--- config.mk ---
export PLATFORM = sky130hd
export DESIGN_NAME = timer_channel_compare_pwm
export DESIGN_NICKNAME = d
export VERILOG_FILES = /design/src/pkg/tpwm_pkg.sv /design/src/rtl/timer_channel_compare_pwm.sv
export SDC_FILE = /design/constraint.sdc
export NUM_CORES = 1
export LEC_CHECK = 0
export BUFFER_PORTS_ARGS = -buffer_cell sky130_fd_sc_hd__buf_2
export CAP_MARGIN = 25
export CORE_MARGIN = 2
export CORE_UTILIZATION = 25
export CTS_CLUSTER_SIZE = 8
export DETAILED_ROUTE_END_ITERATION = 6
export PLACE_DENSITY = 0.48
export SETUP_SLACK_MARGIN = 0.05
export SYNTH_ARGS = -nofsm -noshare
export SYNTH_HDL_FRONTEND = slang
export SYNTH_SLANG_ARGS = --single-unit
--- constraint.sdc ---
create_clock -name pclk -period 4.66 [get_ports pclk]
set_clock_uncertainty 0.1 [all_clocks]
set_input_delay 0.699 -clock pclk [delete_from_list [all_inputs] [get_ports pclk]]
set_output_delay 0.699 -clock pclk [all_outputs]
set_load 0.05 [all_outputs]
--- src/pkg/tpwm_pkg.sv ---
// package: register map, field positions and reset values of the timer channel block
// assumes a 32-bit apb slave with one aligned word per register
package tpwm_pkg;
	// register byte offsets
	localparam logic [7:0] off_ctrl      = 8'h00;  // clock source, prescale, center align
	localparam logic [7:0] off_count     = 8'h04;  // counter, read only
	localparam logic [7:0] off_mod_high  = 8'h08;
	localparam logic [7:0] off_mod_low   = 8'h0c;
	localparam logic [7:0] off_ch_ctrl   = 8'h10;  // channel control: mode and edge select
	localparam logic [7:0] off_val_high  = 8'h14;
	localparam logic [7:0] off_val_low   = 8'h18;
	localparam logic [7:0] off_status    = 8'h1c;  // sticky flags, clear on read
	localparam logic [7:0] off_mask      = 8'h20;  // interrupt mask
	// ctrl fields
	localparam int ctrl_clks_lsb  = 0;   // 2 bits
	localparam int ctrl_ps_lsb    = 2;   // 3 bits, prescale 2**ps
	localparam int ctrl_center_align_select_bit = 5;
	// channel control fields
	localparam int ch_mode_lsb = 0;      // 2 bits
	localparam int ch_els_lsb  = 2;      // 2 bits, b:a
	// status/mask bits
	localparam int st_chf_bit = 0;
	localparam int st_tof_bit = 1;
	// reset values
	localparam logic [15:0] mod_reset = 16'hffff;
	localparam logic [15:0] val_reset = 16'h0000;
	localparam logic [1:0]  clks_off  = 2'h0;
	// channel modes
	typedef enum logic [1:0] {
		mode_none    = 2'b00,
		mode_compare = 2'b01,
		mode_edge_aligned_pwm    = 2'b10
	} ch_mode_t;
endpackage

--- src/rtl/timer_channel_compare_pwm.sv ---
// timer counter with one output compare / edge-aligned pwm channel and apb registers
// assumes pclk at 50 MHz, software as the only partner
//
// Added by the designer: register access over APB and the register addresses.
`timescale 1ns/1ps
module timer_channel_compare_pwm
	import tpwm_pkg::*;
#(
	parameter int cnt_width = 16
) (
	// clock and reset
	input  wire logic        pclk,
	input  wire logic        presetn,
	// apb slave
	input  wire logic        psel,
	input  wire logic        penable,
	input  wire logic        pwrite,
	input  wire logic [7:0]  paddr,
	input  wire logic [31:0] pwdata,
	output logic      [31:0] prdata,
	output logic             pready,
	output logic             pslverr,
	// channel pin
	output logic             ch_out,
	output logic             ch_oe,
	// interrupt
	output logic             irq
);

	// register state
	logic [7:0]           ctrl, next_ctrl;
	logic [cnt_width-1:0] modulus, next_modulus;
	logic [7:0]           mod_high_buf, next_mod_high_buf;
	logic [3:0]           ch_ctrl, next_ch_ctrl;
	logic [7:0]           val_high_buf, next_val_high_buf;
	logic [7:0]           val_low_buf, next_val_low_buf;
	logic                 got_high, next_got_high;
	logic                 got_low, next_got_low;
	logic                 pending, next_pending;
	logic [cnt_width-1:0] chan_val, next_chan_val;
	logic [1:0]           status, next_status;
	logic [1:0]           mask, next_mask;
	// counter state
	logic [cnt_width-1:0] count, next_count;
	logic [7:0]           presc, next_presc;
	logic                 pwm, next_pwm;
	logic [31:0]          next_prdata;

	// decoded fields
	logic       wr_en, rd_en, rd_setup, tick, wrap, match, hit_mod_step, running;
	logic [1:0] next_els;
	ch_mode_t   mode;
	logic       edge_aligned_pwm_on, next_edge_aligned_pwm_on;
	logic [7:0] presc_top;
	// pin outputs ahead of their flops
	logic       next_ch_out, next_ch_oe;

	function automatic logic addr_is(input logic [7:0] a, input logic [7:0] off);
		return a == off;
	endfunction

	// pwm mode selected and center align clear
	function automatic logic edge_aligned_pwm_sel(input logic [3:0] cc, input logic [7:0] ct);
		return ch_mode_t'(cc[ch_mode_lsb +: 2]) == mode_edge_aligned_pwm && !ct[ctrl_center_align_select_bit];
	endfunction

	// apb strobes, zero wait state
	assign wr_en   = psel && penable && pwrite;
	assign rd_en   = psel && penable && !pwrite;
	assign rd_setup = psel && !penable && !pwrite; // read data captured here
	assign pready  = 1'b1;
	assign pslverr = 1'b0;

	assign mode      = ch_mode_t'(ch_ctrl[ch_mode_lsb +: 2]);
	assign next_els  = next_ch_ctrl[ch_els_lsb +: 2];
	assign running   = ctrl[ctrl_clks_lsb +: 2] != clks_off;
	assign edge_aligned_pwm_on   = edge_aligned_pwm_sel(ch_ctrl, ctrl);
	assign next_edge_aligned_pwm_on = edge_aligned_pwm_sel(next_ch_ctrl, next_ctrl);
	assign presc_top = 8'((9'h1 << ctrl[ctrl_ps_lsb +: 3]) - 9'h1);
	assign tick      = running && presc == presc_top;
	assign wrap      = tick && count == modulus;
	assign match     = tick && next_count == chan_val;
	assign hit_mod_step = tick && count == cnt_width'(modulus - 1'b1);

	// counter and prescaler
	always_comb begin
		next_presc = presc;
		next_count = count;
		if (running) begin
			next_presc = tick ? 8'h00 : 8'(presc + 8'h01);
			if (tick) begin
				next_count = wrap ? '0 : cnt_width'(count + 1'b1);
			end
		end
	end

	always_ff @(posedge pclk or negedge presetn) begin
		if (!presetn) begin
			presc <= 8'h00;
			count <= '0;
		end else begin
			presc <= next_presc;
			count <= next_count;
		end
	end

	// register writes, value buffering and transfer
	always_comb begin
		next_ctrl         = ctrl;
		next_modulus      = modulus;
		next_mod_high_buf = mod_high_buf;
		next_ch_ctrl      = ch_ctrl;
		next_val_high_buf = val_high_buf;
		next_val_low_buf  = val_low_buf;
		next_got_high     = got_high;
		next_got_low      = got_low;
		next_pending      = pending;
		next_chan_val     = chan_val;
		next_mask         = mask;
		if (wr_en) begin
			if (addr_is(paddr, off_ctrl)) begin
				next_ctrl = pwdata[7:0];
			end
			if (addr_is(paddr, off_mod_high)) begin
				next_mod_high_buf = pwdata[7:0];
			end
			if (addr_is(paddr, off_mod_low)) begin
				next_modulus = cnt_width'({mod_high_buf, pwdata[7:0]});
			end
			if (addr_is(paddr, off_mask)) begin
				next_mask = pwdata[1:0];
			end
			if (addr_is(paddr, off_ch_ctrl)) begin
				next_ch_ctrl  = pwdata[3:0];
				next_got_high = 1'b0;
				next_got_low  = 1'b0;
			end
			if (addr_is(paddr, off_val_high)) begin
				next_val_high_buf = pwdata[7:0];
				next_got_high     = 1'b1;
			end
			if (addr_is(paddr, off_val_low)) begin
				next_val_low_buf = pwdata[7:0];
				next_got_low     = 1'b1;
			end
		end
		// pair complete: load now or arm the deferred transfer
		if (next_got_high && next_got_low) begin
			next_got_high = 1'b0;
			next_got_low  = 1'b0;
			if (!running) begin
				next_chan_val = cnt_width'({next_val_high_buf, next_val_low_buf});
				next_pending  = 1'b0;
			end else begin
				next_pending = 1'b1;
			end
		end else if (pending) begin
			if (!running) begin
				next_chan_val = cnt_width'({val_high_buf, val_low_buf});
				next_pending  = 1'b0;
			end else if (edge_aligned_pwm_on ? hit_mod_step : tick) begin
				next_chan_val = cnt_width'({val_high_buf, val_low_buf});
				next_pending  = 1'b0;
			end
		end
	end

	always_ff @(posedge pclk or negedge presetn) begin
		if (!presetn) begin
			ctrl         <= 8'h00;
			modulus      <= cnt_width'(mod_reset);
			mod_high_buf <= 8'h00;
			ch_ctrl      <= 4'h0;
			val_high_buf <= 8'h00;
			val_low_buf  <= 8'h00;
			got_high     <= 1'b0;
			got_low      <= 1'b0;
			pending      <= 1'b0;
			chan_val     <= cnt_width'(val_reset);
			mask         <= 2'h0;
		end else begin
			ctrl         <= next_ctrl;
			modulus      <= next_modulus;
			mod_high_buf <= next_mod_high_buf;
			ch_ctrl      <= next_ch_ctrl;
			val_high_buf <= next_val_high_buf;
			val_low_buf  <= next_val_low_buf;
			got_high     <= next_got_high;
			got_low      <= next_got_low;
			pending      <= next_pending;
			chan_val     <= next_chan_val;
			mask         <= next_mask;
		end
	end

	// sticky flags: set wins over clear-on-read
	always_comb begin
		next_status = status;
		if (rd_en && addr_is(paddr, off_status)) begin
			next_status = 2'h0;
		end
		if (match && mode != mode_none) begin
			next_status[st_chf_bit] = 1'b1;
		end
		if (wrap) begin
			next_status[st_tof_bit] = 1'b1;
		end
	end

	// pwm waveform, high-true internally
	always_comb begin
		next_pwm = pwm;
		if (edge_aligned_pwm_on && tick) begin
			if (wrap) begin
				next_pwm = chan_val != '0;
			end else if (next_count == chan_val) begin
				next_pwm = 1'b0;
			end
		end else if (!edge_aligned_pwm_on) begin
			next_pwm = 1'b0;
		end
	end

	// read mux, loaded in the setup cycle and held through access
	always_comb begin
		next_prdata = prdata;
		if (rd_setup) begin
			case (paddr)
				off_ctrl:     next_prdata = {24'h000000, ctrl};
				off_count:    next_prdata = 32'(count);
				off_mod_high: next_prdata = {24'h000000, 8'(modulus >> 8)};
				off_mod_low:  next_prdata = {24'h000000, 8'(modulus)};
				off_ch_ctrl:  next_prdata = {28'h0000000, ch_ctrl};
				off_val_high: next_prdata = {24'h000000, 8'(chan_val >> 8)};
				off_val_low:  next_prdata = {24'h000000, 8'(chan_val)};
				off_status:   next_prdata = {30'h00000000, status};
				off_mask:     next_prdata = {30'h00000000, mask};
				default:      next_prdata = 32'h0000_0000;
			endcase
		end
	end

	// pin level and enable follow the control values written at this edge
	always_comb begin
		next_ch_out = next_els[0] ? !next_pwm : next_pwm;
		next_ch_oe  = next_edge_aligned_pwm_on && next_els != 2'b00;
	end

	// sticky flags
	always_ff @(posedge pclk or negedge presetn) begin
		if (!presetn) begin
			status <= 2'h0;
		end else begin
			status <= next_status;
		end
	end

	// internal waveform
	always_ff @(posedge pclk or negedge presetn) begin
		if (!presetn) begin
			pwm <= 1'b0;
		end else begin
			pwm <= next_pwm;
		end
	end

	// bus read data and pin outputs
	always_ff @(posedge pclk or negedge presetn) begin
		if (!presetn) begin
			prdata <= 32'h0000_0000;
			ch_out <= 1'b0;
			ch_oe  <= 1'b0;
		end else begin
			prdata <= next_prdata;
			ch_out <= next_ch_out;
			ch_oe  <= next_ch_oe;
		end
	end

	// one level interrupt from unmasked flags
	assign irq = |(status & mask);

endmodule

---- Word level (Yosys, flattened, before mapping) ----
Index checks and enable logic that the tools add are counted.
word-level totals
  input port bits ......................... 45
  flip-flop bits (word level) ............. 134
  output and inout port bits .............. 37
  logic and storage cells ................. 117
operators by class
  bitwise operators ....................... 1
  equality and inequality tests ........... 16
  reduce and logical (&&, ||, !) cells .... 35
  shifts and indexed selects .............. 1
  muxes and demuxes ....................... 40
  $add $sub $neg .......................... 4
operators by type and width
  kind                   count
  $pmux 16 s9            1
  $mux 16                8
  $eq 16x16->1           3
  $mux 8                 5
  $eq 8x5->1 const B     4
  $mux 1                 21
  $add 16x1->16 const B  1
  $eq 8x4->1 const B     2
  $logic_and 1x1->1      16
  $reduce_bool 16->1     1
  $sub 16x1->16 const B  1
  $mux 6                 2
  $reduce_bool 2->1      6
  $add 8x1->8 const B    1
  $eq 8x3->1 const B     1
  $eq 8x6->1 const B     1
  $eq 8x8->1             1
  $logic_not 8->1        1
  $mux 4                 2
  $reduce_and 2->1       4
  $shl 1x3->8 const A    1
  $sub 8x1->8 const B    1
  $logic_not 1->1        5
  $eq 2x2->1 const B     2
  6 further kinds        6

---- Depth between registers and ports, before layout ----
Gate-level depths: netlist of the first run.
  word-level depth ........................ 14
  gate-level depth with buffers ........... 13
  depth with buffers taken out ............ 11

---- Worst setup path after synthesis of the first run ----
OpenSTA, ideal clock, no wires.
  path kind ............................... reg-to-reg
  start point ............................. register modulus[2]
  end point ............................... register pwm
  data required time ...................... 4.422 ns
  setup time .............................. 0.138 ns
  setup slack ............................. 1.218 ns
  stages on the path, launching flop included .. 13
  arrival time ............................ 3.204 ns
  clock period less this slack ............ 3.442 ns
  path buffers ............................ 2
  path through ............................ dfstp_2 buf_2 xnor2_1 or4b_4 nor4_4 and2_1 buf_6 o22ai_1 a311o_1 or4_4 nor4b_4 and4bb_1 o21ai_1
between the ends
  cells in the longest elaborated chain, start to end .. 9
RTL lines
  item                    line                              text
  start, declared         timer_channel_compare_pwm.sv:32   logic [cnt_width-1:0] modulus, next_modulus;
  start signal, assigned  timer_channel_compare_pwm.sv:171  modulus <= cnt_width'(mod_reset);
  start signal, assigned  timer_channel_compare_pwm.sv:183  modulus <= next_modulus;
  $eq 16x16->1 (*)        timer_channel_compare_pwm.sv:81   assign wrap = tick && count == modulus;
  $logic_and 1x1->1 (*)   timer_channel_compare_pwm.sv:81
  $mux 16                 timer_channel_compare_pwm.sv:92   next_count = wrap ? '0 : cnt_width'(count + 1'b1);
  $mux 16                 timer_channel_compare_pwm.sv:91   if (tick) begin
  $mux 16                 timer_channel_compare_pwm.sv:89   if (running) begin
  $eq 16x16->1            timer_channel_compare_pwm.sv:216  end else if (next_count == chan_val) begin
  $mux 1                  timer_channel_compare_pwm.sv:216
  $mux 1 (*)              timer_channel_compare_pwm.sv:214  if (wrap) begin
  $mux 1 (*)              timer_channel_compare_pwm.sv:213  if (edge_aligned_pwm_on && tick) begin
  net next_pwm            timer_channel_compare_pwm.sv:46   logic pwm, next_pwm;
  end signal, assigned    timer_channel_compare_pwm.sv:263  pwm <= next_pwm;
  end, declared           timer_channel_compare_pwm.sv:46
The timed path passes the listed nets; every way through them passes the cells marked *.
A chain may end at the register's enable or synchronous reset.

---- Worst setup path after layout of the first run ----
  start point ............................. register modulus[8]
  end point ............................... register ch_out
between the ends
  cells in the longest elaborated chain, start to end .. 11
RTL lines
  item                   line                              text
  $eq 16x16->1 (*)       timer_channel_compare_pwm.sv:81
  $logic_and 1x1->1 (*)  timer_channel_compare_pwm.sv:81
  $mux 16                timer_channel_compare_pwm.sv:92
  $mux 16                timer_channel_compare_pwm.sv:91
  $mux 16                timer_channel_compare_pwm.sv:89
  $eq 16x16->1           timer_channel_compare_pwm.sv:216
  $mux 1                 timer_channel_compare_pwm.sv:216
  $mux 1 (*)             timer_channel_compare_pwm.sv:214
  $mux 1 (*)             timer_channel_compare_pwm.sv:213
  $logic_not 1->1        timer_channel_compare_pwm.sv:245  next_ch_out = next_els[0] ? !next_pwm : next_pwm;
  $mux 1 (*)             timer_channel_compare_pwm.sv:245
  net next_ch_out        timer_channel_compare_pwm.sv:56   logic next_ch_out, next_ch_oe;
  end signal, assigned   timer_channel_compare_pwm.sv:275  ch_out <= next_ch_out;
  end, declared          timer_channel_compare_pwm.sv:24   output logic ch_out,
Marked as above.

==> results of run 1 <==
worst paths after layout:
kind | startpoint | end
worst max-delay path | modulus[8]$_DFFE_PN1P_ | ch_out$_DFF_PN0_
worst max register to register | modulus[8]$_DFFE_PN1P_ | ch_out$_DFF_PN0_
max in group asynchronous | presetn | modulus[4]$_DFFE_PN1P_
worst min-delay path | presetn | ctrl[0]$_DFFE_PN0P_
min in group pclk | got_high$_DFF_PN0_ | got_low$_DFF_PN0_
worst min register to register | got_high$_DFF_PN0_ | got_low$_DFF_PN0_
metal layers:
metal,GRT usage [%],vias to the layer above,routed length (µm)
met5,0,-,0
met4,5.508,0,457
met3,3.509,33,1386
met2,23.70,220,10370
met1,22.30,2958,11250
li1,-,2792,-
metrics by stage:
step	setup WS (ns)	hold slack (ns)	utilization, %
after global routing	0.4868	0.2234	29.92
after detailed placement	0.7175	0.3562	27.56
final	0.5317	0.1969	29.92
after global placement	0.6937	0.3450	27.56
after CTS	0.6777	0.3600	29.82
after floorplan	1.218	0.3034	-
power by group through the flow:
stage               clock, mW  sequential [mW]  combinational, mW
floorplan                   0             1.08              0.157
global placement            0             1.10              0.227
detailed placement          0             1.10              0.227
CTS                      1.49             1.08              0.228
global route             1.53             1.08              0.254
finish                   1.47             1.08              0.231
state kept, by name, indices dropped and copies added, names as in the netlist:
signal and flops:
count 16, got_high 1, ch_ctrl 4, modulus 16
mask 2, prdata 16, ch_oe 1, val_high_buf 8
got_low 1, chan_val 16, val_low_buf 8, status 2
ch_out 1, presc 8, ctrl 8, mod_high_buf 8
pending 1, pwm 1
kinds of logic (layout without fill, tap and decap cells):
family | after synthesis | in the layout | share of synthesized area [%]
simple gates | 240 | 240 | 18.05
compound gates | 160 | 160 | 16.27
flops | 118 | 118 | 41.39
mux | 87 | 87 | 13.07
buf+inv | 83 | 126 | 5.714
xor+xnor | 40 | 40 | 4.878
fa+ha+maj | 3 | 3 | 0.5227
other cells | 2 | 18 | 0.1046
placed cells by master (no fill, tap or decap), types with 5 or more instances in the layout:
| master | count |
|---|---|
| a21o_1 | 5 |
| nor4_1 | 13 |
| or3_1 | 7 |
| a22o_1 | 21 |
| nand4_1 | 9 |
| conb_1 | 18 |
| nand3_1 | 27 |
| mux2_2 | 54 |
| buf_4 | 29 |
| dfrtp_1 | 102 |
| buf_2 | 38 |
| o211ai_1 | 7 |
| a21oi_1 | 14 |
| nand2_1 | 53 |
| nand2b_1 | 12 |
| clkbuf_16 | 17 |
| dfstp_2 | 16 |
| and3_1 | 6 |
| and2_1 | 5 |
| o31ai_1 | 8 |
| xnor2_1 | 20 |
| nor2_1 | 52 |
| inv_1 | 25 |
| o21ai_0 | 35 |
| mux2i_1 | 33 |
| xor2_1 | 20 |
| a211oi_1 | 6 |
| nor3_1 | 16 |
| a22oi_1 | 18 |
area by class of cell:
class,instances,share of cell area (%)
multi-input combinational,548,45.44
sequential,118,34.91
inverter,25,1.102
clock inverter,15,2.571
clock buffer,17,4.995
timing repair buffer,69,5.347
tap,384,5.641
worst register-to-register path, stage by stage, from the launching register on:
cell	delay (ns)
dfstp_2	0.63
xor2_1	0.18
or4_4	0.58
nor4_4	0.39
and2_1	0.33
o22ai_1	0.14
a311o_1	0.28
or4_4	0.50
nor4b_4	0.39
nor2_1	0.09
nor3_1	0.37
==> results.json, run 1 <==
{
  "ff_latch_area_um2": 2973,
  "synth_area_leaders": "dfrtp_1 (36%), mux2_2 (8.5%), dfstp_2 (5.9%), mux2i_1 (4.6%), nor2_1 (2.8%)",
  "port_buffers": 39,
  "yosysSeqAreaShare_pct": 41.39,
  "required_ns": 4.84,
  "ios": 82,
  "grt_max_degree": 71,
  "rows": 62,
  "setup_violations": 0,
  "r2r_cells": 10,
  "synth_edf_count": 0,
  "synth_cell_type_count": 75,
  "async_flop_share_pct": 100.0,
  "drive_gt1_share_pct": 24.12,
  "synth_warnings": 0,
  "start_util_pct": 25.23,
  "min_period_over_period_pct": 88.59,
  "path_class": "reg2reg",
  "drt_wl_total_um": 23460,
  "grt_pass1_vias": 5841,
  "relSlewSlack_pct": 49.32,
  "nNetsFinal": 827,
  "critical_path.slowest_cell": "dfstp_2",
  "setup_tns_ns": 0,
  "clkTransAtPathRegs_ns": 0.06,
  "clockBufferDepth": 2,
  "diodes": 0,
  "syn_inst": 733,
  "final.min_clock_period_ns": 4.128,
  "cp_cell_sequence": "xor2_1 -> or4_4 -> nor4_4 -> and2_1 -> o22ai_1 -> a311o_1 -> or4_4 -> nor4b_4 -> nor2_1 -> nor3_1",
  "clock-sinks": 118,
  "comb_power_share_pct": 8.3,
  "netlist.area_leader.share_pct": 35.54,
  "clock.fmax_ghz": 0.2422,
  "dp_hpwl_um": 16830,
  "yosysTopAreaCell": "dfrtp_1",
  "multi_input_area_um2": 3870,
  "gp_congestion": 0.8730,
  "cts_hold_buf": 0,
  "track_usage_pct": 15.79,
  "dr.pass1.iters": 6,
  "die_w_um": 173.5,
  "drt_iter0_drc": 544,
  "yosysMostFrequentCell": "dfrtp_1",
  "finalHoldViolCount": 0,
  "startpoint_type": "flop",
  "ys_ff_latch": 118,
  "insertion_delay_ns": 0.42,
  "critPathMaxFanout": 6,
  "place_area_um2": 7845,
  "post_cts_buffers": 0,
  "outcome": "finished, final reports clean",
  "detail_route.wl_per_cell_um": 19.95,
  "worst_slew_pin_slew_ns": 0.7573,
  "drc": 0,
  "drtAntennaViolNets": 0,
  "p_switching_mw": 0.7422,
  "p_leak_nw": 3.716,
  "postLayoutCellArea_um2": 8517,
  "clockPowerShare_pct": 52.8,
  "vias_per_cell": 5.105,
  "cp_common_cell": "or4_4",
  "synth_ff_type": "dfrtp_1",
  "cp.depth": 10,
  "h-tree-depth": 4,
  "cts_buffers": 17,
  "totalPowerFinal_mw": 2.776,
  "p_seq_share_pct": 38.9,
  "final_cells": 1176,
  "dieArea_um2": 30100,
  "rsz0062_at_grt": "false",
  "num_vias": 6003,
  "hold_class": "in2async",
  "rrSetupSlack_ns": 0.53,
  "dp.cells": 1143,
  "grt.overflow.total": 0,
  "fillers": 3004,
  "switching_share_pct": 26.74,
  "vdd_drop_max_mv": 0.2053,
  "ctsResizeCount": 0,
  "cts_tree": "built",
  "syn_area_um2": 7182,
  "p_per_area_nw_per_um2": 325.9,
  "path_buf_inv": 0,
  "cpPeakStageDelay_ns": 0.63,
  "grt_antenna_before_repair": 0,
  "die_h_um": 173.5,
  "end_kind": "flop",
  "area_delta_synth_final_pct": 18.59,
  "root_buffer": "clkbuf_16",
  "critPathTopFamily": "simple AND/OR/NAND/NOR gates",
  "crit_arrival_ns": 4.31,
  "core_um2": 28470,
  "final-max-slew-violation-count": 0,
  "synthTopCellsByCount": "dfrtp_1 (102), mux2_2 (54), nor2_1 (54)",
  "synth.avg_cell_area_um2": 9.798,
  "grt_pass1_wl_um": 36140,
  "intPower_mw": 2.033,
  "maxCapViolations": 0
}
Power figures use the tool's default switching activity.
==> run 2: changes to the inputs <==
CORE_UTILIZATION = 32   (was 25)
PLACE_DENSITY = 0.56   (was 0.48)
==> results.json, run 2 (synthesized netlist as in run 1, its figures left out) <==
{
  "outcome": "finished, final reports clean",
  "grt.overflow.total": 0,
  "p_leak_nw": 3.665,
  "root_buffer": "clkbuf_16",
  "layout_commonest_cell": "dfrtp_1",
  "cpPeakStageDelay_ns": 0.60,
  "post_cts_buffers": 0,
  "final_cells": 1062,
  "ctsResizeCount": 0,
  "final_cell_mix": "dfrtp_1 (102), mux2_2 (54), nand2_1 (53)",
  "cts_buffers": 17,
  "ios": 82,
  "grt_max_degree": 76,
  "insertion_delay_ns": 0.42,
  "num_vias": 5988,
  "start_util_pct": 32.71,
  "die_w_um": 153.8,
  "maxCapViolations": 0,
  "postLayoutCellArea_um2": 8303,
  "drtAntennaViolNets": 0,
  "grt_pass1_wl_um": 33770,
  "grt_pass1_vias": 5687,
  "diodes": 0,
  "r2r_cells": 11,
  "whs_ns": 0.06254,
  "path_class": "reg2reg",
  "gp_congestion": 0.9185,
  "final-max-slew-violation-count": 0,
  "dieArea_um2": 23660,
  "pre_cts_ws_ns": 0.7620,
  "rows": 54,
  "fin_ws_ns": 0.7314,
  "cp_common_cell": "o211ai_1",
  "drive_gt1_share_pct": 23.02,
  "track_usage_pct": 18.83,
  "clkTransAtPathRegs_ns": 0.06,
  "port_buffers": 39,
  "vias_per_cell": 5.638,
  "drt_wl_total_um": 21840,
  "h-tree-depth": 4,
  "core_um2": 21960,
  "cts_tree": "built",
  "critPathTopFamily": "simple AND/OR/NAND/NOR gates",
  "vdd_drop_max_mv": 0.2462,
  "drc": 0,
  "hold_class": "in2async",
  "cp.depth": 11,
  "r2r-start": "modulus[2]$_DFFE_PN1P_",
  "drt_iter0_drc": 561,
  "fillers": 2196,
  "critical_path.slowest_cell": "nor3_1",
  "cts_hold_buf": 0,
  "nNetsFinal": 817,
  "area_delta_synth_final_pct": 15.61,
  "cp_cell_sequence": "nor3_1 -> nand4_1 -> or4b_1 -> o211ai_1 -> a32o_1 -> o211ai_1 -> nor4_1 -> nor2_1 -> a21oi_4 -> buf_4 -> mux2i_1",
  "dp_hpwl_um": 15640,
  "crit_arrival_ns": 4.17,
  "die_h_um": 153.8,
  "p_per_area_nw_per_um2": 326.3,
  "required_ns": 4.90,
  "min_period_over_period_pct": 84.31,
  "dr.pass1.iters": 5,
  "path_buf_inv": 1,
  "critPathLaunch": "modulus[2]$_DFFE_PN1P_",
  "rsz0062_at_grt": "false",
  "setup_violations": 0,
  "end_kind": "flop",
  "finalHoldViolCount": 0,
  "place_area_um2": 7646,
  "grt_antenna_before_repair": 0,
  "setup_tns_ns": 0,
  "startpoint_type": "flop",
  "final.min_clock_period_ns": 3.929,
  "relSlewSlack_pct": 50.16,
  "rrSetupSlack_ns": 0.73,
  "clockBufferDepth": 2,
  "worst_slew_pin_slew_ns": 0.7449,
  "clock-sinks": 118,
  "critPathMaxFanout": 16,
  "detail_route.wl_per_cell_um": 20.56,
  "dp.cells": 1029,
  "r2r_end": "chan_val[1]$_DFFE_PN0P_",
  "clock.fmax_ghz": 0.2545
}
==> run 2: changes by cell type in the layout (fill, tap and decap cells not counted), moves of 2 or more <==
cell,delta
buf_4,-11
clkbuf_8,+3
clkinv_4,-3
inv_6,+2
inv_8,-2
==> run 2: worst max-delay path by stage <==
stage and to:
5_1_grt chan_val[14]$_DFFE_PN0P_, 3_5_place_dp chan_val[1]$_DFFE_PN0P_, 6_report chan_val[1]$_DFFE_PN0P_, 4_1_cts chan_val[1]$_DFFE_PN0P_
3_3_place_gp chan_val[1]$_DFFE_PN0P_, 2_1_floorplan pwm$_DFF_PN0_
==> run 2: area by class of cell <==
cell class	count	area (µm²)	area share [%]
clock buffers	20	466.7	5.621
inverters	25	93.84	1.130
flip-flops and latches	118	2973	35.80
clock inverters	12	162.7	1.959
multi-input cells	548	3864	46.53
well taps	280	350.3	4.219
repair buffers	59	392.9	4.732
==> run 2: metal layers <==
| layer | wire, µm | up-vias | part of all wire, % | GRT usage (%) |
|---|---|---|---|---|
| li1 | - | 2753 | - | - |
| met1 | 10070 | 2885 | 46 | 26.79 |
| met2 | 9489 | 299 | 43 | 27.67 |
| met3 | 1649 | 51 | 7.6 | 4.312 |
| met4 | 624 | 0 | 2.9 | 7.521 |
| met5 | 0 | - | 0 | 0 |
==> run 2: through the flow <==
step	utilization [%]	power (mW)
floorplan	-	1.242
global placement	34.82	1.321
detailed placement	34.82	1.322
CTS	37.69	2.728
global route	37.81	2.806
finish	37.81	2.710
==> run 2: worst register-to-register path: cells and delay by family, from the launching register on <==
family                 cells  cell delay (ns)
muxes                      1             0.26
and+or+nand+nor            5             2.24
DFF                        1             0.41
AOI/OAI and AO/OA          4             0.53
buffers and inverters      1             0.31
==> run 2: where the power goes <==
part / total [mW] / switching, mW / internal, mW
clock: 1.40 / 0.509 / 0.891
sequential: 1.08 / 0.0320 / 1.05
combinational: 0.230 / 0.154 / 0.0762
total: 2.71 / 0.694 / 2.02
==> run 3: changes to the inputs <==
clock period = 3.7 ns   (was 4.66 ns; I/O delays follow)
==> results.json, run 3 (synthesized netlist as in run 1, its figures left out) <==
{
  "nNetsFinal": 884,
  "critical_path.slowest_cell": "dfrtp_1",
  "grt.overflow.total": 0,
  "crit_arrival_ns": 3.90,
  "end_kind": "flop",
  "cp_common_cell": "buf_4",
  "path_class": "reg2reg",
  "drtAntennaViolNets": 0,
  "port_buffers": 39,
  "core_um2": 21960,
  "dp.cells": 1095,
  "cts_hold_buf": 0,
  "h-tree-depth": 4,
  "die_h_um": 153.8,
  "grt_pass1_vias": 6144,
  "rsz0062_at_grt": "true",
  "area_delta_synth_final_pct": 22.72,
  "grt_max_degree": 60,
  "dieArea_um2": 23660,
  "drt_iter0_drc": 562,
  "maxCapViolations": 0,
  "fillers": 2117,
  "final-max-slew-violation-count": 0,
  "setup_tns_ns": 0,
  "relSlewSlack_pct": 47.91,
  "grt_antenna_before_repair": 0,
  "final_cells": 1129,
  "grt_pass1_wl_um": 36090,
  "cpPeakStageDelay_ns": 0.46,
  "gp_congestion": 0.9607,
  "num_vias": 6321,
  "min_period_over_period_pct": 98.36,
  "outcome": "finished, final reports clean",
  "ios": 82,
  "diodes": 0,
  "cts_buffers": 17,
  "rows": 54,
  "setup_violations": 0,
  "pre_cts_ws_ns": 0.02857,
  "root_buffer": "clkbuf_16",
  "critPathMaxFanout": 5,
  "p_leak_nw": 4.000,
  "clockBufferDepth": 2,
  "dr.pass1.iters": 5,
  "worst_slew_pin_slew_ns": 0.7813,
  "insertion_delay_ns": 0.42,
  "layout_commonest_cell": "dfrtp_1",
  "clock.fmax_ghz": 0.2748,
  "startpoint_type": "flop",
  "drc": 0,
  "final_cell_mix": "dfrtp_1 (100), buf_4 (85), mux2_2 (53)",
  "clock-sinks": 118,
  "die_w_um": 153.8,
  "start_util_pct": 32.71,
  "track_usage_pct": 19.88,
  "required_ns": 3.96,
  "drive_gt1_share_pct": 30.39,
  "dp_hpwl_um": 17180,
  "hold_class": "in2async",
  "detail_route.wl_per_cell_um": 20.42,
  "cts_tree": "built",
  "drt_wl_total_um": 23060,
  "p_per_area_nw_per_um2": 381.9,
  "vdd_drop_max_mv": 0.2859,
  "clkTransAtPathRegs_ns": 0.06,
  "fin_ws_ns": 0.06075,
  "final.min_clock_period_ns": 3.639,
  "cp_cell_sequence": "ha_1 -> o211ai_1 -> nor4_1 -> buf_4 -> and2_1 -> a221o_1 -> o311ai_0 -> o21ai_0 -> or4_4 -> nor4b_4 -> nor2_1 -> nor3_2 -> buf_4",
  "vias_per_cell": 5.599,
  "finalHoldViolCount": 0
}
-- run 3: layout make-up --
| type | count | area [µm²] | share of cell area, % |
|---|---|---|---|
| inverter | 25 | 93.84 | 1.065 |
| sequential | 118 | 2975 | 33.76 |
| multi-input combinational | 548 | 3920 | 44.48 |
| clock buffer | 21 | 470.5 | 5.338 |
| clock inverter | 11 | 123.9 | 1.405 |
| timing repair buffer | 126 | 879.6 | 9.980 |
| tap | 280 | 350.3 | 3.975 |
-- run 3: power breakdown --
part | switching, mW | internal (mW)
logic | 0.207 | 0.125
clock network | 0.630 | 1.04
registers | 0.0390 | 1.32
total | 0.876 | 2.49
-- run 3: repair_timing --
action,4_1_cts,5_1_grt
gates resized for setup,1,16
hold endpoints to repair,0,0
buffers inserted,0,2
endpoints found under the setup margin,1,19
pin swaps,0,6
-- run 3: metrics by stage --
stage	area, µm²	utilization [%]	power, mW	hold WS [ns]
floorplan	7242	-	1.564	0.1594
global placement	8142	37.08	1.696	0.3571
detailed placement	8142	37.08	1.699	0.3663
CTS	8741	39.81	3.376	0.1419
global route	8813	40.14	3.476	0.1721
finish	8813	40.14	3.365	0.1040
-- run 3: worst max-delay path, delay by kind of cell, from the launching register on --
family,cells,cell delay (ns)
simple gates,6,1.47
buf+inv,2,0.33
flops,1,0.46
compound gates,4,0.94
fa+ha+maj,1,0.29
-- run 3: path summary, 6_finish.rpt --
kind / endpoint / start / slack [ns] / cells after the start
max in group asynchronous: modulus[7]$_DFFE_PN1P_ / presetn / 2.59 / 2
hold reg to reg: got_low$_DFF_PN0_ / got_high$_DFF_PN0_ / 0.37 / 1
setup reg to reg: ch_out$_DFF_PN0_ / count[0]$_DFF_PN0_ / 0.06 / 13
hold / removal: count[9]$_DFF_PN0_ / presetn / 0.10 / 1
setup / recovery: ch_out$_DFF_PN0_ / count[0]$_DFF_PN0_ / 0.06 / 13
min in group pclk: got_low$_DFF_PN0_ / got_high$_DFF_PN0_ / 0.37 / 1
-- run 3: layer usage --
metal | vias to the layer above | routed length, µm | part of all wire [%] | global-route usage, %
met5 | - | 0 | 0 | 0
met4 | 0 | 490 | 2.1 | 6.409
met3 | 35 | 1457 | 6.3 | 3.974
met2 | 296 | 10290 | 45 | 30.35
met1 | 3099 | 10820 | 47 | 28.35
li1 | 2891 | - | - | -
